$ cat src/logic/pim_pkg.sv
// Constants and carrier types for the peripheral interrupt mask block.
// Assumes the processor core decodes the special-function space itself.
package pim_pkg;

  // Register placement and reset value
  localparam logic [7:0] PIM_MASK_ADDR = 8'hE6;
  localparam logic [7:0] PIM_MASK_RESET = 8'h00;
  localparam logic [7:0] PIM_RDATA_IDLE = 8'h00;

  // Number of gated interrupt groups
  localparam int PIM_GROUPS = 8;

  // Enable bit positions inside the mask register
  localparam int PIM_BIT_TIMER_THREE = 7;
  localparam int PIM_BIT_COMPARATOR_ONE = 6;
  localparam int PIM_BIT_COMPARATOR_ZERO = 5;
  localparam int PIM_BIT_COUNTER_ARRAY = 4;
  localparam int PIM_BIT_CONVERSION_DONE = 3;
  localparam int PIM_BIT_WINDOW_COMPARE = 2;
  localparam int PIM_BIT_RTC_ALARM = 1;
  localparam int PIM_BIT_TWOWIRE = 0;

  // Layout of the mask register, bit 7 first
  typedef struct packed {
    logic timer_three_irq_en;
    logic comparator_one_irq_en;
    logic comparator_zero_irq_en;
    logic counter_array_irq_en;
    logic conversion_done_irq_en;
    logic window_compare_irq_en;
    logic rtc_alarm_irq_en;
    logic twowire_irq_en;
  } pim_mask_t;

  // One special-function bus request
  typedef struct packed {
    logic [7:0] addr;
    logic wr;
    logic rd;
    logic [7:0] wdata;
  } pim_sfr_req_t;

endpackage : pim_pkg

$ cat src/logic/pim_gate.sv
// Per-group gate: forwards a raw request only while its enable is set.
// Assumes raw requests come from logic on the same clock.
`timescale 1ns/1ps
module pim_gate #(
  parameter int WIDTH = 8
) (
  input wire logic clk, // System clock
  input wire logic reset_n, // Asynchronous reset, active low
  input wire logic clk_en, // Freezes state while low
  input wire logic [WIDTH-1:0] raw_req, // Raw per-group requests
  input wire logic [WIDTH-1:0] enable, // Per-group enables
  output logic [WIDTH-1:0] fwd_req // Registered gated requests
);

  ////////////////////////////////////////////////////////////////////////////
  // One registered AND gate per group; the source is only read, never cleared
  for (genvar g = 0; g < WIDTH; g++) begin : g_gate
    always_ff @(posedge clk or negedge reset_n) begin
      if (!reset_n) begin
        fwd_req[g] <= 1'b0;
      end else if (clk_en) begin
        fwd_req[g] <= raw_req[g] & enable[g];
      end
    end
  end

endmodule : pim_gate

$ cat src/logic/pim_top.sv
// Peripheral interrupt mask: one byte-wide special-function register whose
// eight bits gate eight peripheral interrupt groups toward the core.
// Assumes the core presents address and one-cycle strobes on MCLK, and that
// source flags are levels that their own peripherals set and clear.
// Gated requests and read data leave through flops, one cycle after their cause;
// the mask itself comes straight from its flops so the core sees it at once.
// The block never clears a source flag; the owning peripheral does that.
// Nothing here resynchronises inputs: every source already runs on MCLK.
//
// Contract
// - The mask sits at address E6 on every page, all bits read and write, reset to zero.
// - Bit 7 forwards the timer-three low or high overflow requests, else blocks both.
// - Bit 6 forwards comparator one rise or fall requests, else suppresses them.
// - Bit 5 forwards comparator zero rise or fall requests, else suppresses them.
// - Bit 4 forwards any counter-array request, else suppresses all its sources.
// - Bit 3 lets the conversion-done flag raise a request, else masks it.
// - Bit 2 lets the window-compare flag raise a request, else masks it.
// - Bit 1 lets a real-time clock alarm raise a request, else masks it.
// - Bit 0 forwards any SMBus request, else suppresses all SMBus sources.
`timescale 1ns/1ps
module pim_top #(
  parameter int COUNTER_ARRAY_W = 5 // Number of counter-array sources
) (
  input wire logic MCLK, // System clock, 40 MHz
  input wire logic RESET_N, // Asynchronous reset, active low
  input wire logic CLK_EN, // Freezes all state while low
  input wire logic [7:0] SFR_ADDR, // Special-function address
  input wire logic SFR_WR, // Write strobe, one cycle
  input wire logic SFR_RD, // Read strobe, one cycle
  input wire logic [7:0] SFR_WDATA, // Write data
  output logic [7:0] SFR_RDATA, // Read data, registered
  output logic SFR_RHIT, // Read answered by this block, pulse
  input wire logic TIMER_THREE_LOW_OVERFLOW, // Timer three low overflow flag
  input wire logic TIMER_THREE_HIGH_OVERFLOW, // Timer three high overflow flag
  input wire logic COMPARATOR_ONE_RISE_FLAG, // Comparator one rising edge flag
  input wire logic COMPARATOR_ONE_FALL_FLAG, // Comparator one falling edge flag
  input wire logic COMPARATOR_ZERO_RISE_FLAG, // Comparator zero rising edge flag
  input wire logic COMPARATOR_ZERO_FALL_FLAG, // Comparator zero falling edge flag
  input wire logic [COUNTER_ARRAY_W-1:0] COUNTER_ARRAY_REQ, // Counter-array sources
  input wire logic CONVERSION_DONE_FLAG, // Converter conversion complete flag
  input wire logic WINDOW_COMPARE_FLAG, // Converter window compare flag
  input wire logic RTC_ALARM_REQ, // Real-time clock alarm request
  input wire logic TWOWIRE_REQ, // SMBus interrupt request
  output logic [7:0] IRQ_REQ, // Gated requests to the core, registered
  output logic [7:0] IRQ_MASK // Current mask register value
);

  ////////////////////////////////////////////////////////////////////////////
  // Bus request bundle and address decode; page selection is ignored
  pim_pkg::pim_sfr_req_t sfr;
  pim_pkg::pim_mask_t peripheral_irq_mask_reg;
  logic hit;
  logic [7:0] raw_req;

  assign sfr = '{addr: SFR_ADDR, wr: SFR_WR, rd: SFR_RD, wdata: SFR_WDATA};
  assign hit = (sfr.addr == pim_pkg::PIM_MASK_ADDR);

  ////////////////////////////////////////////////////////////////////////////
  // Mask register: plain byte write, cleared by reset
  // Frozen cycles and writes to any other address leave the mask as it is
  always_ff @(posedge MCLK or negedge RESET_N) begin
    if (!RESET_N) begin
      peripheral_irq_mask_reg <= pim_pkg::PIM_MASK_RESET;
    end else if (CLK_EN && sfr.wr && hit) begin
      peripheral_irq_mask_reg <= sfr.wdata;
    end
  end

  ////////////////////////////////////////////////////////////////////////////
  // Read path: value before any write in the same cycle, answered one cycle on
  // A read and a write in one cycle return the old byte; the write still lands
  // Read data holds between hits so a slow core can still pick it up late
  always_ff @(posedge MCLK or negedge RESET_N) begin
    if (!RESET_N) begin
      SFR_RDATA <= pim_pkg::PIM_RDATA_IDLE;
      SFR_RHIT <= 1'b0;
    end else if (CLK_EN) begin
      SFR_RHIT <= sfr.rd && hit;
      if (sfr.rd && hit) begin
        SFR_RDATA <= peripheral_irq_mask_reg;
      end
    end
  end

  assign IRQ_MASK = peripheral_irq_mask_reg;

  ////////////////////////////////////////////////////////////////////////////
  // Collapse each peripheral's sources into one raw group request
  // One enable per group, so sources that share a group are ORed first
  always_comb begin
    raw_req = '0;
    raw_req[pim_pkg::PIM_BIT_TIMER_THREE] =
      TIMER_THREE_LOW_OVERFLOW | TIMER_THREE_HIGH_OVERFLOW;
    raw_req[pim_pkg::PIM_BIT_COMPARATOR_ONE] =
      COMPARATOR_ONE_RISE_FLAG | COMPARATOR_ONE_FALL_FLAG;
    raw_req[pim_pkg::PIM_BIT_COMPARATOR_ZERO] =
      COMPARATOR_ZERO_RISE_FLAG | COMPARATOR_ZERO_FALL_FLAG;
    raw_req[pim_pkg::PIM_BIT_COUNTER_ARRAY] = |COUNTER_ARRAY_REQ;
    raw_req[pim_pkg::PIM_BIT_CONVERSION_DONE] = CONVERSION_DONE_FLAG;
    raw_req[pim_pkg::PIM_BIT_WINDOW_COMPARE] = WINDOW_COMPARE_FLAG;
    raw_req[pim_pkg::PIM_BIT_RTC_ALARM] = RTC_ALARM_REQ;
    raw_req[pim_pkg::PIM_BIT_TWOWIRE] = TWOWIRE_REQ;
  end

  ////////////////////////////////////////////////////////////////////////////
  // Gating stage: the enables act on the requests, never on the flags
  // Raw levels go in unchanged, so a pending flag reaches the core once enabled
  pim_gate #(
    .WIDTH(pim_pkg::PIM_GROUPS)
  ) u_gate (
    .clk(MCLK),
    .reset_n(RESET_N),
    .clk_en(CLK_EN),
    .raw_req(raw_req),
    .enable(peripheral_irq_mask_reg),
    .fwd_req(IRQ_REQ)
  );

  ////////////////////////////////////////////////////////////////////////////
  // Checks on the register
  mask_write_a: assert property (@(posedge MCLK) disable iff (!RESET_N)
    CLK_EN && SFR_WR && SFR_ADDR == pim_pkg::PIM_MASK_ADDR
      |=> IRQ_MASK == $past(SFR_WDATA))
    else $error("mask did not take written byte");

  mask_hold_a: assert property (@(posedge MCLK) disable iff (!RESET_N)
    !(CLK_EN && SFR_WR && SFR_ADDR == pim_pkg::PIM_MASK_ADDR) |=> $stable(IRQ_MASK))
    else $error("mask changed without a write");

  mask_read_a: assert property (@(posedge MCLK) disable iff (!RESET_N)
    CLK_EN && SFR_RD && SFR_ADDR == pim_pkg::PIM_MASK_ADDR
      |=> SFR_RHIT && SFR_RDATA == $past(IRQ_MASK))
    else $error("mask read returned wrong data");

  ////////////////////////////////////////////////////////////////////////////
  // Checks on each gated group, one cycle after its cause, and on all state frozen while CLK_EN is low
  timer_gate_a: assert property (@(posedge MCLK) disable iff (!RESET_N)
    CLK_EN |=> IRQ_REQ[7] == $past(IRQ_MASK[7]
      & (TIMER_THREE_LOW_OVERFLOW | TIMER_THREE_HIGH_OVERFLOW)))
    else $error("timer three gate wrong");

  cmp_one_gate_a: assert property (@(posedge MCLK) disable iff (!RESET_N)
    CLK_EN |=> IRQ_REQ[6] == $past(IRQ_MASK[6]
      & (COMPARATOR_ONE_RISE_FLAG | COMPARATOR_ONE_FALL_FLAG)))
    else $error("comparator one gate wrong");

  cmp_zero_gate_a: assert property (@(posedge MCLK) disable iff (!RESET_N)
    CLK_EN |=> IRQ_REQ[5] == $past(IRQ_MASK[5]
      & (COMPARATOR_ZERO_RISE_FLAG | COMPARATOR_ZERO_FALL_FLAG)))
    else $error("comparator zero gate wrong");

  counter_gate_a: assert property (@(posedge MCLK) disable iff (!RESET_N)
    CLK_EN |=> IRQ_REQ[4] == $past(IRQ_MASK[4] & (|COUNTER_ARRAY_REQ)))
    else $error("counter array gate wrong");

  conv_gate_a: assert property (@(posedge MCLK) disable iff (!RESET_N)
    CLK_EN |=> IRQ_REQ[3] == $past(IRQ_MASK[3] & CONVERSION_DONE_FLAG))
    else $error("conversion done gate wrong");

  window_gate_a: assert property (@(posedge MCLK) disable iff (!RESET_N)
    CLK_EN |=> IRQ_REQ[2] == $past(IRQ_MASK[2] & WINDOW_COMPARE_FLAG))
    else $error("window compare gate wrong");

  alarm_gate_a: assert property (@(posedge MCLK) disable iff (!RESET_N)
    CLK_EN |=> IRQ_REQ[1] == $past(IRQ_MASK[1] & RTC_ALARM_REQ))
    else $error("alarm gate wrong");

  twowire_gate_a: assert property (@(posedge MCLK) disable iff (!RESET_N)
    CLK_EN |=> IRQ_REQ[0] == $past(IRQ_MASK[0] & TWOWIRE_REQ))
    else $error("SMBus gate wrong");

  pending_late_a: assert property (@(posedge MCLK) disable iff (!RESET_N)
    CLK_EN && !IRQ_MASK[3] ##1 CLK_EN && IRQ_MASK[3] && CONVERSION_DONE_FLAG
      |=> IRQ_REQ[3])
    else $error("pending flag not delivered after enable");

  state_freeze_a: assert property (@(posedge MCLK) disable iff (!RESET_N)
    !CLK_EN |=> $stable(IRQ_REQ) && $stable(IRQ_MASK) && $stable(SFR_RHIT)
      && $stable(SFR_RDATA))
    else $error("state moved while clock enable low");

  ////////////////////////////////////////////////////////////////////////////
  // Further checks: reset values, read answer, counter group, late enables
  reset_values_a: assert property (@(posedge MCLK)
    !RESET_N ##1 !RESET_N |-> IRQ_MASK == pim_pkg::PIM_MASK_RESET
      && IRQ_REQ == 8'h00 && SFR_RDATA == pim_pkg::PIM_RDATA_IDLE && !SFR_RHIT)
    else $error("outputs not cleared by reset");

  rhit_drop_a: assert property (@(posedge MCLK) disable iff (!RESET_N)
    CLK_EN && !(SFR_RD && SFR_ADDR == pim_pkg::PIM_MASK_ADDR) |=> !SFR_RHIT)
    else $error("read answer without a read");

  rdata_hold_a: assert property (@(posedge MCLK) disable iff (!RESET_N)
    !(CLK_EN && SFR_RD && SFR_ADDR == pim_pkg::PIM_MASK_ADDR) |=> $stable(SFR_RDATA))
    else $error("read data changed without a read");

  counter_any_a: assert property (@(posedge MCLK) disable iff (!RESET_N)
    CLK_EN && IRQ_MASK[4] && COUNTER_ARRAY_REQ != '0 |=> IRQ_REQ[4])
    else $error("counter array source not forwarded");

  counter_off_a: assert property (@(posedge MCLK) disable iff (!RESET_N)
    CLK_EN && !IRQ_MASK[4] |=> !IRQ_REQ[4])
    else $error("counter array source leaked");

  pending_timer_a: assert property (@(posedge MCLK) disable iff (!RESET_N)
    CLK_EN && !IRQ_MASK[7] ##1 CLK_EN && IRQ_MASK[7] && TIMER_THREE_HIGH_OVERFLOW
      |=> IRQ_REQ[7])
    else $error("pending timer flag not delivered after enable");

  pending_cmp_one_a: assert property (@(posedge MCLK) disable iff (!RESET_N)
    CLK_EN && !IRQ_MASK[6] ##1 CLK_EN && IRQ_MASK[6] && COMPARATOR_ONE_FALL_FLAG
      |=> IRQ_REQ[6])
    else $error("pending comparator flag not delivered after enable");

  pending_window_a: assert property (@(posedge MCLK) disable iff (!RESET_N)
    CLK_EN && !IRQ_MASK[2] ##1 CLK_EN && IRQ_MASK[2] && WINDOW_COMPARE_FLAG
      |=> IRQ_REQ[2])
    else $error("pending window flag not delivered after enable");

  pending_twowire_a: assert property (@(posedge MCLK) disable iff (!RESET_N)
    CLK_EN && !IRQ_MASK[0] ##1 CLK_EN && IRQ_MASK[0] && TWOWIRE_REQ
      |=> IRQ_REQ[0])
    else $error("pending SMBus request not delivered after enable");

endmodule : pim_top

$ cat config.mk
export PLATFORM = sky130hd
export DESIGN_NAME = pim_top
export DESIGN_NICKNAME = d
export VERILOG_FILES = /design/src/logic/pim_pkg.sv /design/src/logic/pim_gate.sv /design/src/logic/pim_top.sv
export SDC_FILE = /design/constraint.sdc
export NUM_CORES = 1
export LEC_CHECK = 0
export BUFFER_PORTS_ARGS = -buffer_cell sky130_fd_sc_hd__buf_4
export CAP_MARGIN = 20
export CORE_ASPECT_RATIO = 1.75
export CORE_MARGIN = 10
export CORE_UTILIZATION = 38
export CTS_CLUSTER_SIZE = 20
export DETAILED_ROUTE_END_ITERATION = 8
export GPL_TIMING_DRIVEN = 0
export PLACE_DENSITY = 0.73
export RECOVER_POWER = 25
export SLEW_MARGIN = 20
export SYNTH_ARGS = -nofsm -noshare
export SYNTH_HDL_FRONTEND = slang
export SYNTH_SLANG_ARGS = --single-unit
$ cat constraint.sdc
create_clock -name MCLK -period 0.8 [get_ports MCLK]
set_input_delay 0.16 -clock MCLK [delete_from_list [all_inputs] [get_ports MCLK]]
set_output_delay 0.16 -clock MCLK [all_outputs]
set_load 0.01 [all_outputs]
* Word-level counts from Yosys, hierarchy flattened
Index checks and enable logic that the tools add are counted.
** Storage, ports and cells
- Flip-flop bits (word level) :: 25
- Bits of input ports :: 36
- Output and inout bits :: 25
- Logic and storage cells :: 35
** Cells by class
- Equal/unequal tests :: 1
- Bitwise logic cells :: 11
- Reduce and logical (&&, ||, !) cells :: 5
** Operator list (count)
- $and A1 B1 Y1 :: 8
- $eq A8 B8 Y1 const B :: 1
- $reduce_or A5 Y1 :: 1
- $logic_and A1 B1 Y1 :: 3
- $or A1 B1 Y1 :: 3
- $reduce_and A2 Y1 :: 1

* Depth between registers and ports, before layout
- Depth after elaboration :: 3
- Gate-level depth with buffers :: 4

* Modules after synthesis
A second synthesis with hierarchy kept.
** Unflattened totals
- Cell total of the unflattened synthesis :: 79
- Area total of the unflattened synthesis :: 1089.8 um^2
** Modules (own cells, without submodules)
- pim_top :: instances 1, cells an instance 46, area an instance 750.7 um^2
- pim_gate :: instances 1, cells an instance 33, area an instance 339.1 um^2

* Least setup slack after synthesis
No wires, ideal clock.
- Path kind :: input to register
- Start :: input SFR_ADDR[0]
- End :: register SFR_RDATA[0]
- Setup time :: 125 ps
- Data arrival time :: 1104 ps
- Data required time :: 675 ps
- Slack :: -429 ps
- Stages on the path :: 4
- Buffers on the path :: 1
- Path through :: and4bb_2 -> and4_4 -> buf_6 -> mux2_2
** On the way
- Word-level cells in the longest chain between the ends :: 3
** RTL lines
- from (decl) :: RTL line pim_top.sv:27 : input wire logic [7:0] SFR_ADDR,
- $eq A8 B8 Y1 :: RTL line pim_top.sv:56 : assign hit = (sfr.addr == pim_pkg::PIM_MASK_ADDR);
- $logic_and A1 B1 Y1 :: RTL line pim_top.sv:79 : if (sfr.rd && hit) begin
- $reduce_and A2 Y1 (no source line)
- to (signal assigned) :: RTL line pim_top.sv:75 : SFR_RDATA <= pim_pkg::PIM_RDATA_IDLE;
- to (signal assigned) :: RTL line pim_top.sv:80 : SFR_RDATA <= peripheral_irq_mask_reg;
- to (decl) :: RTL line pim_top.sv:31 : output logic [7:0] SFR_RDATA,
Every way passes these cells.
A chain may end at the register's enable or synchronous reset.

* Worst setup path after layout
Ends and elaborated chain as after synthesis.

==> summary.txt <==
GLOBAL ROUTING
-----------------------------------------------------------------------------------------------
Pin count of the biggest net entering global routing .............................           26
Met2 usage .......................................................................        24.1%
Met1 usage in global routing .....................................................        13.2%
Global-route wire length before repair ...........................................      5.44 mm
Number of global-route vias before repair ........................................         1128
Fraction of met3 tracks used by global routing ...................................        5.60%
Initial antenna violation count ..................................................            0
Total grt overflow ...............................................................            0
Gr usage total ...................................................................        13.5%
Busiest grt layer ................................................................         met2

LAYOUT
-----------------------------------------------------------------------------------------------
Ratio of cells with drive above 1 in the final layout ............................        67.9%
Final nets .......................................................................          193
Commonest cells after routing, fill and taps aside ............................... sky130_fd_sc_hd__buf_6, sky130_fd_sc_hd__buf_4, sky130_fd_sc_hd__dfrtp_1
Leading cell type in the layout, fill and taps excluded .......................... sky130_fd_sc_hd__buf_6
Post-Layout Inst Area ............................................................     1880 µm²
Diodes inserted ..................................................................            0
Layout area overhead .............................................................        86.3%

HOLD PATH
-----------------------------------------------------------------------------------------------
Worst hold path endpoint ......................................................... IRQ_MASK[1]$_DFFE_PN0P_
Hold Path Stages .................................................................            2
HP Start ......................................................................... SFR_WDATA[1]
Worst hold-check path type ....................................................... primary input to flip-flop

SETUP PATH
-----------------------------------------------------------------------------------------------
R2R Path End ..................................................................... SFR_RDATA[4]$_DFFE_PN0P_
Crit Path Category ............................................................... primary input to flip-flop
Crit path DAT ....................................................................      1.22 ns
Crit path launch type ............................................................ primary input
Startpoint of the worst-slack reg-to-reg timing path ............................. IRQ_MASK[4]$_DFFE_PN0P_
Reg2reg setup slack ..............................................................     -0.12 ns
Required time reported for the critical path endpoint ............................      0.96 ns
Maximum fanout encountered on the critical timing path ...........................            9
Element type at the critical path end ............................................    flip-flop
Number of cells traversed by the worst register-to-register path .................            2

PLACE
-----------------------------------------------------------------------------------------------
Port Buffers .....................................................................           59
Post-detail-place hpwl ...........................................................      2.44 mm
Standard cell area after detailed placement ......................................     1520 µm²
Placer's final routability congestion estimate ...................................        0.695

DRT
-----------------------------------------------------------------------------------------------
Detailed-routing iteration count for the pre-antenna-repair pass .................            5
Violation count after the first detailed-routing iteration .......................           15
Wire per inst ....................................................................      18.6 µm
Antenna violation net count after detailed routing ...............................            0
Vias per std cell ................................................................         5.07
Drt total wl .....................................................................      3.39 mm
Total DRC errors in the routed layout ............................................            0
Vias .............................................................................          923

CLOCK NETWORK
-----------------------------------------------------------------------------------------------
Clk sinks ........................................................................           25
Clock Tree Buf Depth .............................................................            2
TritonCTS clock tree .............................................................        built
Clock input transition at the sequential cells of the worst setup and hold paths .      0.09 ns
CTS H-tree depth .................................................................            1
Total CTS buffers ................................................................            3
Worst-skew pair later-pin latency ................................................      0.26 ns
Buffer type at the clock tree root ............................................... sky130_fd_sc_hd__clkbuf_8

DIE
-----------------------------------------------------------------------------------------------
Top Ports ........................................................................           61
Site row count ...................................................................           24
Floorplan die width ..............................................................      59.0 µm
Die area .........................................................................     5200 µm²
Die Y ............................................................................      88.2 µm
Effective utilization at floorplan ...............................................        40.1%
Placeable core area ..............................................................     2520 µm²

POWER AND IR DROP
-----------------------------------------------------------------------------------------------
Power share of the clock group ...................................................        31.7%
Static Leakage ...................................................................     0.976 nW
VDD IR max .......................................................................      1.07 mV
Proportion of power drawn by flip-flops and latches ..............................        55.0%
Internal portion of total power ..................................................      1.83 mW
Fraction of power spent switching nets ...........................................        22.4%
Combinational group share of total power .........................................        13.3%
Power density normalized to cell area ............................................  1250 nW/µm²
Net switching power ..............................................................       530 µW

YOSYS
-----------------------------------------------------------------------------------------------
Mean post-synth cell area ........................................................     13.5 µm²
Register area share after synthesis ..............................................        61.9%
Netlist cell types ...............................................................           15
Count of yosys warnings during synthesis .........................................            0
Compound-Gate Fraction of Synth Area .............................................        7.67%
Synthesized-area fraction occupied by adder cells ................................           0%
Post-synthesis xor/xnor area fraction ............................................           0%
Mapped Nets ......................................................................          111
Flops & latches, synth ...........................................................           25
Portion of netlist area occupied by mux cells ....................................        17.8%
Cell Area, Synth .................................................................     1010 µm²
Post-synthesis share of cell area spent on and, or, nand and nor gates ...........        7.30%
Synthesized instance count .......................................................           75
Combinational family with the most area after synthesis .......................... multiplexers

TIMING
-----------------------------------------------------------------------------------------------
PnR worst setup slack ............................................................    -0.262 ns
Final-report setup violation count ...............................................           47
Tmin final .......................................................................      1.06 ns
Final critical-path share of the clock period ....................................         133%
Final setup TNS ..................................................................     -7.83 ns
Final count of pins violating max slew ...........................................            0
Worst slew pin tran ..............................................................     0.349 ns
Achievable clock frequency .......................................................    0.942 GHz
Worst rel slew slack .............................................................        76.7%
Final Hold Fails .................................................................            0
Clock tree skew after final layout ...............................................  0.000697 ns
Setup repair after global routing missed its margin ..............................         true

RUN
-----------------------------------------------------------------------------------------------
Max-cap violations ...............................................................            0

RUN STATUS
-----------------------------------------------------------------------------------------------
Violations in the final reports .................................................. negative setup slack
Result of the run ................................................................ finished with violations

-- metal layers --
layer,share of wire [%],wire (µm)
met2,58,1950
met4,1.6,54
met1,32,1090
met5,0,0
met3,8.7,294
-- worst max-delay path, cell delays in order --
cell	delay [ns]
sky130_fd_sc_hd__buf_6	0.09
sky130_fd_sc_hd__and4bb_2	0.30
sky130_fd_sc_hd__and4_4	0.22
sky130_fd_sc_hd__buf_12	0.14
sky130_fd_sc_hd__mux2_4	0.30
-- how the worst max path moves through the flow --
| stage | depth (start not counted) | end | slack (ns) | start |
|---|---|---|---|---|
| final | 5 | SFR_RDATA[0]$_DFFE_PN0P_ | -0.26 | SFR_ADDR[0] |
| after global routing | 5 | IRQ_MASK[5]$_DFFE_PN0P_ | -0.29 | SFR_ADDR[4] |
| after global placement | 4 | IRQ_MASK[2]$_DFFE_PN0P_ | -0.57 | SFR_ADDR[3] |
| after floorplan | 4 | SFR_RDATA[0]$_DFFE_PN0P_ | -0.41 | SFR_ADDR[3] |
| after CTS | 5 | SFR_RDATA[7]$_DFFE_PN0P_ | -0.26 | SFR_ADDR[0] |
| after detailed placement | 4 | IRQ_MASK[3]$_DFFE_PN0P_ | -0.59 | SFR_ADDR[3] |
-- Yosys cell counts, drive strengths merged --
| master | count | area share, % |
|---|---|---|
| dfrtp | 25 | 62 |
| mux2 | 16 | 18 |
| inv | 9 | 3.3 |
| o21ai | 8 | 4.0 |
| nand3 | 4 | 2.0 |
| o211ai | 4 | 3.0 |
| buf | 2 | 1.6 |
| a21o | 1 | 0.74 |
| and4 | 1 | 1.1 |
| and4b | 1 | 0.99 |
| and4bb | 1 | 1.2 |
| clkbuf | 1 | 0.37 |
| nand4 | 1 | 1.2 |
| or4 | 1 | 0.74 |
-- flip-flops by register name (all words and copies together), names as in the netlist --
| name | flops |
|---|---|
| SFR_RDATA | 8 |
| IRQ_MASK | 8 |
| u_gate.fwd_req | 8 |
| SFR_RHIT | 1 |
-- kinds of logic after synthesis --
family	Yosys count
simple gates	9
compound gates	13
flops	25
mux	16
buf+inv	12
-- cell type report --
type	count	area (µm²)
Tap cell	26	32.5
Sequential cell	25	626
Buffer	3	30.0
Timing Repair Buffer	77	723
Multi-Input combinational cell	38	392
Clock buffer	3	41.3
Clock inverter	1	5.00
Inverter	9	33.8
Fill cell	184	639
-- timing repair --
action                                  in CTS  in global routing
pin swaps                                    5                  1
gates cloned                                 0                  0
hold buffers                                 1                  0
hold endpoints to repair                    25                  0
setup buffers                               14                  3
resized for setup                           40                 10
endpoints found under the setup margin      43                 50
-- per-stage QoR --
| stage | setup WS, ns | utilization (%) | instances | power, mW | hold WS (ns) |
|---|---|---|---|---|---|
| floorplan | -0.407 | - | 75 | 1.37 | -0.136 |
| global placement | -0.573 | 60.3 | 160 | 1.56 | 0.0755 |
| detailed placement | -0.592 | 60.3 | 160 | 1.57 | 0.0810 |
| CTS | -0.264 | 72.3 | 179 | 2.37 | 0.114 |
| global route | -0.287 | 74.7 | 182 | 2.46 | 0.111 |
| finish | -0.262 | 74.7 | 182 | 2.36 | 0.119 |
-- power by group through the flow --
stage / Clock (mW) / Combinational (mW) / Sequential, mW
2_1_floorplan: 0 / 0.0393 / 1.33
3_3_place_gp: 0 / 0.237 / 1.32
3_5_place_dp: 0 / 0.244 / 1.32
4_1_cts: 0.769 / 0.302 / 1.30
5_1_grt: 0.818 / 0.342 / 1.30
6_report: 0.749 / 0.314 / 1.30
No activity file was read; power rests on OpenSTA's default activity.
